## src/hw/pwrseq_pkg.sv

```systemverilog
// Package for the power-on/off sequencer: timing constants and states
package pwrseq_pkg;
	localparam longint unsigned PWRSEQ_CLK_HZ = 64'd100000000;
	localparam longint unsigned PWRSEQ_ACT_S = 64'd50;
	localparam longint unsigned PWRSEQ_ACT_CYC = PWRSEQ_ACT_S * PWRSEQ_CLK_HZ;
	localparam longint unsigned PWRSEQ_FIN_MS = 64'd40;
	localparam longint unsigned PWRSEQ_FIN_CYC = PWRSEQ_FIN_MS * PWRSEQ_CLK_HZ / 64'd1000;
	localparam int PWRSEQ_CNT_W = 33;
	localparam logic PWRSEQ_REQ_RST = 1'b0;

	typedef enum logic [3:0] {
		PWRSEQ_OFF = 4'h1,
		PWRSEQ_INIT = 4'h2,
		PWRSEQ_ACTIVE = 4'h4,
		PWRSEQ_FINAL = 4'h8
	} pwrseq_state_e;
endpackage

```

## src/hw/pwrseq_if.sv

```systemverilog
// Interface carrying the power sequencing pins between host and module
interface pwrseq_if;
	logic power_off_req_n;
	logic system_reset_in_n;
	logic ref_supply_out;
	logic boot_ok;
	logic fast_shutdown_trig;
	modport module_end (input power_off_req_n, system_reset_in_n, fast_shutdown_trig,
		output ref_supply_out, boot_ok);
	modport host_end (output power_off_req_n, system_reset_in_n, fast_shutdown_trig,
		input ref_supply_out, boot_ok);
endinterface

```

## src/hw/pwrseq_module.sv

```systemverilog
// Module end: power-on initialisation, activation and shutdown sequencing
module pwrseq_module
	import pwrseq_pkg::*;
#(
	parameter longint unsigned ACT_CYC = PWRSEQ_ACT_CYC,
	parameter longint unsigned FIN_CYC = PWRSEQ_FIN_CYC
) (
	input wire logic mclk,
	input wire logic rst_n,
	input wire logic clk_en,
	pwrseq_if.module_end pins,
	input wire logic shutdown_indication_enable,
	input wire logic fast_shutdown_enable,
	output logic cmd_port_ready,
	output logic fully_active,
	output logic [3:0] state_out
);
	pwrseq_state_e state_r, state_nxt;
	logic [PWRSEQ_CNT_W-1:0] cnt_r, cnt_nxt;
	logic trig_d_r, restart_block_r, restart_block_nxt;
	logic ref_r, boot_r, cmd_r;

	wire cnt_act_done = cnt_r >= PWRSEQ_CNT_W'(ACT_CYC - 64'd1);
	wire cnt_fin_done = cnt_r >= PWRSEQ_CNT_W'(FIN_CYC - 64'd1);
	// Only a configured line with a real high-to-low edge counts
	wire trig_fall = fast_shutdown_enable & trig_d_r & ~pins.fast_shutdown_trig;
	wire sys_reset = ~pins.system_reset_in_n;
	wire req_on = pins.power_off_req_n;

	always_comb begin
		state_nxt = state_r;
		cnt_nxt = cnt_r + PWRSEQ_CNT_W'(1);
		restart_block_nxt = restart_block_r & req_on;
		unique case (state_r)
			PWRSEQ_OFF: begin
				cnt_nxt = '0;
				// After fast shutdown the request must drop before a restart
				if (req_on && !restart_block_r && !sys_reset) begin
					state_nxt = PWRSEQ_INIT;
				end
			end
			PWRSEQ_INIT: begin
				if (!req_on || trig_fall) begin
					state_nxt = PWRSEQ_FINAL;
					cnt_nxt = '0;
				end else if (cnt_act_done) begin
					state_nxt = PWRSEQ_ACTIVE;
				end
			end
			PWRSEQ_ACTIVE: begin
				cnt_nxt = '0;
				if (!req_on || trig_fall) begin
					state_nxt = PWRSEQ_FINAL;
				end
			end
			PWRSEQ_FINAL: begin
				if (cnt_fin_done) begin
					state_nxt = PWRSEQ_OFF;
					cnt_nxt = '0;
					restart_block_nxt = req_on;
				end
			end
		endcase
		// Emergency reset drops straight to off, no finalization
		if (sys_reset) begin
			state_nxt = PWRSEQ_OFF;
			cnt_nxt = '0;
		end
	end

	always_ff @(posedge mclk or negedge rst_n) begin
		if (!rst_n) begin
			state_r <= PWRSEQ_OFF;
			cnt_r <= '0;
			trig_d_r <= 1'b0;
			restart_block_r <= 1'b0;
		end else if (clk_en) begin
			state_r <= state_nxt;
			cnt_r <= cnt_nxt;
			trig_d_r <= pins.fast_shutdown_trig;
			restart_block_r <= restart_block_nxt;
		end
	end

	always_ff @(posedge mclk or negedge rst_n) begin
		if (!rst_n) begin
			ref_r <= 1'b0;
			boot_r <= 1'b0;
			cmd_r <= 1'b0;
		end else if (clk_en) begin
			ref_r <= state_nxt != PWRSEQ_OFF;
			boot_r <= shutdown_indication_enable && state_nxt == PWRSEQ_ACTIVE;
			cmd_r <= state_nxt == PWRSEQ_INIT || state_nxt == PWRSEQ_ACTIVE;
		end
	end

	assign pins.ref_supply_out = ref_r;
	assign pins.boot_ok = boot_r;
	assign cmd_port_ready = cmd_r;
	assign fully_active = state_r == PWRSEQ_ACTIVE;
	assign state_out = state_r;
endmodule

```

## src/flat_wrapper.sv

```systemverilog
// flat-port wrapper written by rule: the top's interface ports become plain ports
module pwrseq_module_flat import pwrseq_pkg::*;
#(
	parameter longint unsigned ACT_CYC = PWRSEQ_ACT_CYC,
	parameter longint unsigned FIN_CYC = PWRSEQ_FIN_CYC
)
  (mclk, rst_n, clk_en, shutdown_indication_enable, fast_shutdown_enable, cmd_port_ready, fully_active, state_out, pins_power_off_req_n, pins_system_reset_in_n, pins_fast_shutdown_trig, pins_ref_supply_out, pins_boot_ok);
  pwrseq_if pins_i ();
  input wire logic mclk;
  input wire logic rst_n;
  input wire logic clk_en;
  input wire logic shutdown_indication_enable;
  input wire logic fast_shutdown_enable;
  output logic cmd_port_ready;
  output logic fully_active;
  output logic [3:0] state_out;
  input wire logic [$bits(pins_i.power_off_req_n)-1:0] pins_power_off_req_n;
  input wire logic [$bits(pins_i.system_reset_in_n)-1:0] pins_system_reset_in_n;
  input wire logic [$bits(pins_i.fast_shutdown_trig)-1:0] pins_fast_shutdown_trig;
  output wire logic [$bits(pins_i.ref_supply_out)-1:0] pins_ref_supply_out;
  output wire logic [$bits(pins_i.boot_ok)-1:0] pins_boot_ok;
  assign pins_i.power_off_req_n = pins_power_off_req_n;
  assign pins_i.system_reset_in_n = pins_system_reset_in_n;
  assign pins_i.fast_shutdown_trig = pins_fast_shutdown_trig;
  assign pins_ref_supply_out = pins_i.ref_supply_out;
  assign pins_boot_ok = pins_i.boot_ok;
  pwrseq_module #(.ACT_CYC(ACT_CYC), .FIN_CYC(FIN_CYC)) u_core (.mclk(mclk), .rst_n(rst_n), .clk_en(clk_en), .pins(pins_i), .shutdown_indication_enable(shutdown_indication_enable), .fast_shutdown_enable(fast_shutdown_enable), .cmd_port_ready(cmd_port_ready), .fully_active(fully_active), .state_out(state_out));
endmodule
```

## config.mk

```make
export PLATFORM = sky130hd
export DESIGN_NAME = pwrseq_module_flat
export DESIGN_NICKNAME = d
export VERILOG_FILES = /design/src/hw/pwrseq_pkg.sv /design/src/hw/pwrseq_if.sv /design/src/hw/pwrseq_module.sv /design/src/flat_wrapper.sv
export SDC_FILE = /design/constraint.sdc
export NUM_CORES = 1
export LEC_CHECK = 0
export ABC_AREA = 0
export BUFFER_PORTS_ARGS = -buffer_cell sky130_fd_sc_hd__buf_2
export CAP_MARGIN = 20
export CORE_MARGIN = 5
export CORE_UTILIZATION = 45
export CTS_BUF_LIST = sky130_fd_sc_hd__clkbuf_8 sky130_fd_sc_hd__clkbuf_16
export DETAILED_ROUTE_END_ITERATION = 10
export HOLD_SLACK_MARGIN = 0.02
export MAX_ROUTING_LAYER = met4
export PLACE_DENSITY_LB_ADDON = 0.05
export SKIP_CTS_REPAIR_TIMING = 1
export SLEW_MARGIN = 20
export SYNTH_ARGS = -nofsm -noshare
export SYNTH_HDL_FRONTEND = slang
export SYNTH_SLANG_ARGS = --single-unit
```

## constraint.sdc

```tcl
create_clock -name mclk -period 2.8 [get_ports mclk]
set_input_delay 0.42 -clock mclk [delete_from_list [all_inputs] [get_ports mclk]]
set_output_delay 0.42 -clock mclk [all_outputs]
set_load 0.02 [all_outputs]
```

==> out/metrics.csv <==
metric,value,unit
critPathBufInv,1,
synth-edff-count,0,
port_buffers,15,
dpl.hpwl,5060,um
num_vias,2649,
io-pin-count,16,
crit_family,simple AND/OR/NAND/NOR gates,
clk_latency,0.30,ns
die_w,89.9,um
cts.htree.levels,2,
grt_pass1_vias,2470,
synth_most_common_cell,dfrtp_1,
switchingPower,0.000451,W
internal_power,0.000924,W
drc,0,
design_area,3100,um2
slowest_delay,0.57,ns
cts_buffers,5,
ys_warn_count,0,
period_needed,2.41,ns
grt_pass1_wl,12500,um
core_area,6280,um2
firstDrtPassIters,4,
drive_above_1_share,0.114,
power_density,444,nW/um2
yosysSeqAreaShare,0.366,
hold_ws,0.113,ns
syn2layout_area_growth,7.88,%
pwr-share-clk,0.277,
relSlewSlack,0.502,
die-area,8080,um2
cts_tree,yes,
status,finished clean,
track_usage,0.187,
critPathKind,flop to flop,
p_leak,1.37,nW
finalCritPeriodShare,0.861,
cp-startpoint,u_core.cnt_r[32]$_DFFE_PN0P_,
power_switching_share,0.328,
nets,375,
cts.sink_count,42,
cp-endpoint,u_core.cnt_r[31]$_DFFE_PN0P_,
cts.clk_slew.worst_paths,0.09,ns
grt.overflow.total,0,
fmax,415,MHz
synth.top_cell.area_share,0.357,
netlist_top_cells_count,"41 x dfrtp_1, 40 x nor2_1, 33 x inv_1, 33 x o21ai_0, 18 x nand3_1",
crit_chain,or4_4 > a211oi_2 > nand3_1 > a311oi_4 > buf_4 > or2_1 > a221o_1,
rows,29,
grt_max_degree,43,
synth.avg_cell_area,8.07,um2
drv_cap,0,
synth_area_leaders,"dfrtp_1 36%, o21ai_0 5.7%, nor2_1 5.2%, inv_1 4.3%, a22oi_1 3.7%",
globalplace.congestion,0.869,
drt_wl_total,7210,um
setup_viol,0,
synth_ff_type,dfrtp_1,
post-route-util,0.494,
fin_tns_setup,0,ns
cp_max_fo,27,
drtIter0Drc,149,
synth-seq-cells,42,
syn_nets,365,
vdd_drop_max,0.193,mV
die_y,89.9,um
cp.arrival,2.65,ns
antenna_found_initial,0,
r2r_end,u_core.cnt_r[31]$_DFFE_PN0P_,
end_kind,flop,
netlist_instances,356,
async_reset_ff_frac,1.00,
finalHoldViolCount,0,
synth.distinct_cells,59,
slowest_stage,or4_4,
r2r_setup_slack,0.39,ns
seqPwrFrac,0.519,
syn_area,2870,um2
path_depth,7,
initial_core_util,0.458,
wl_per_cell,16.2,um
r2r-start,u_core.cnt_r[32]$_DFFE_PN0P_,
fin_skew,0.00984,ns
ant_nets,0,
cts_root_buffer,clkbuf_8,
comb_power_share,0.204,
hp-class,primary input to async pin,
r2r_cells,7,
max-clock-path-buffers,2,
viasPerCell,5.97,
placed_cell_area,3020,um2
required,3.04,ns
yosysTopAreaCell,dfrtp_1,
setup.worst_path.start_class,flop,
maxSlewViolCount,0,
num_antenna_cells,0,
worstMarginPinSlew,0.746,ns
rsz0062_at_grt,false,
sequential cells by signal, indices dropped and copies added (netlist names):
| register | flops |
|---|---|
| u_core.pins.boot_ok | 1 |
| u_core.restart_block_r | 1 |
| u_core.state_out | 4 |
| u_core.cmd_port_ready | 1 |
| u_core.cnt_r | 33 |
| u_core.trig_d_r | 1 |
| u_core.pins.ref_supply_out | 1 |
power by group through the flow:
stage | Sequential [W] | Combinational, W | Clock (W)
finish | 0.000714 | 0.000280 | 0.000381
global route | 0.000725 | 0.000313 | 0.000420
CTS | 0.000714 | 0.000281 | 0.000387
detailed placement | 0.000726 | 0.000280 | 0
global placement | 0.000723 | 0.000278 | 0
floorplan | 0.000721 | 0.000188 | 0
worst min path at each step:
stage	start	endpoint	slack, ns	depth (start not counted)
floorplan	rst_n	u_core.cmd_port_ready$_DFFE_PN0P_	0.12	0
global placement	u_core.pins.boot_ok$_DFFE_PN0P_	u_core.pins.boot_ok$_DFFE_PN0P_	0.47	2
detailed placement	u_core.pins.boot_ok$_DFFE_PN0P_	u_core.pins.boot_ok$_DFFE_PN0P_	0.48	2
CTS	rst_n	u_core.cnt_r[17]$_DFFE_PN0P_	0.32	1
global route	rst_n	u_core.cnt_r[32]$_DFFE_PN0P_	0.15	1
finish	rst_n	u_core.cnt_r[24]$_DFFE_PN0P_	0.11	1
through the flow:
stage / worst slack, ns / power, W / instances
final: 0.389 / 0.00138 / 444
after global routing: 0.205 / 0.00146 / 444
after CTS: 0.404 / 0.00138 / 444
after detailed placement: 0.401 / 0.00101 / 436
after global placement: 0.458 / 0.00100 / 436
after floorplan: 0.606 / 0.000909 / 356
layout make-up:
cell class                 instances  area (um2)
fill                             611        3180
multi-input combinational        261        1610
sequential                        42        1050
timing repair buffer              23         138
inverter                          33         124
tap                               77        96.3
clock buffer                       5        68.8
clock inverter                     3        11.3
cells in the final DEF (no fill, tap or decap), drive strengths merged, types with 5 or more instances in the layout:
cell     n
inv     36
nand2   14
and2     7
dfrtp   41
a22oi   14
clkbuf   5
o22ai   14
nor3    12
nand4   15
a21oi   10
nand3   18
nor2    40
o21bai  11
nand2b   5
and3     9
buf     23
o21ai   36
metal layers:
layer | vias up | track usage | routed length (um)
li1 | 1330 | - | -
met1 | 1268 | 0.267 | 3580
met2 | 42 | 0.283 | 3290
met3 | 9 | 0.0309 | 269
met4 | 0 | 0.0372 | 70
met5 | - | - | 0
kinds of logic (layout without fill, tap and decap cells):
group,after synthesis,count (layout),share of synthesized area
compound gates,116,116,0.273
xor+xnor,3,3,0.00914
fa+ha+maj,1,1,0.00435
buf+inv,53,64,0.0784
flops,42,42,0.366
mux,1,1,0.00392
simple gates,140,140,0.265
worst reg2reg max path, stage by stage, from the launching register on:
cell and delay, ns:
dfrtp_1 0.43, or4_4 0.57, a211oi_2 0.21, nand3_1 0.17
a311oi_4 0.27, buf_4 0.33, or2_1 0.21, a221o_1 0.15
Note: power is estimated with default switching activity, not from simulation.
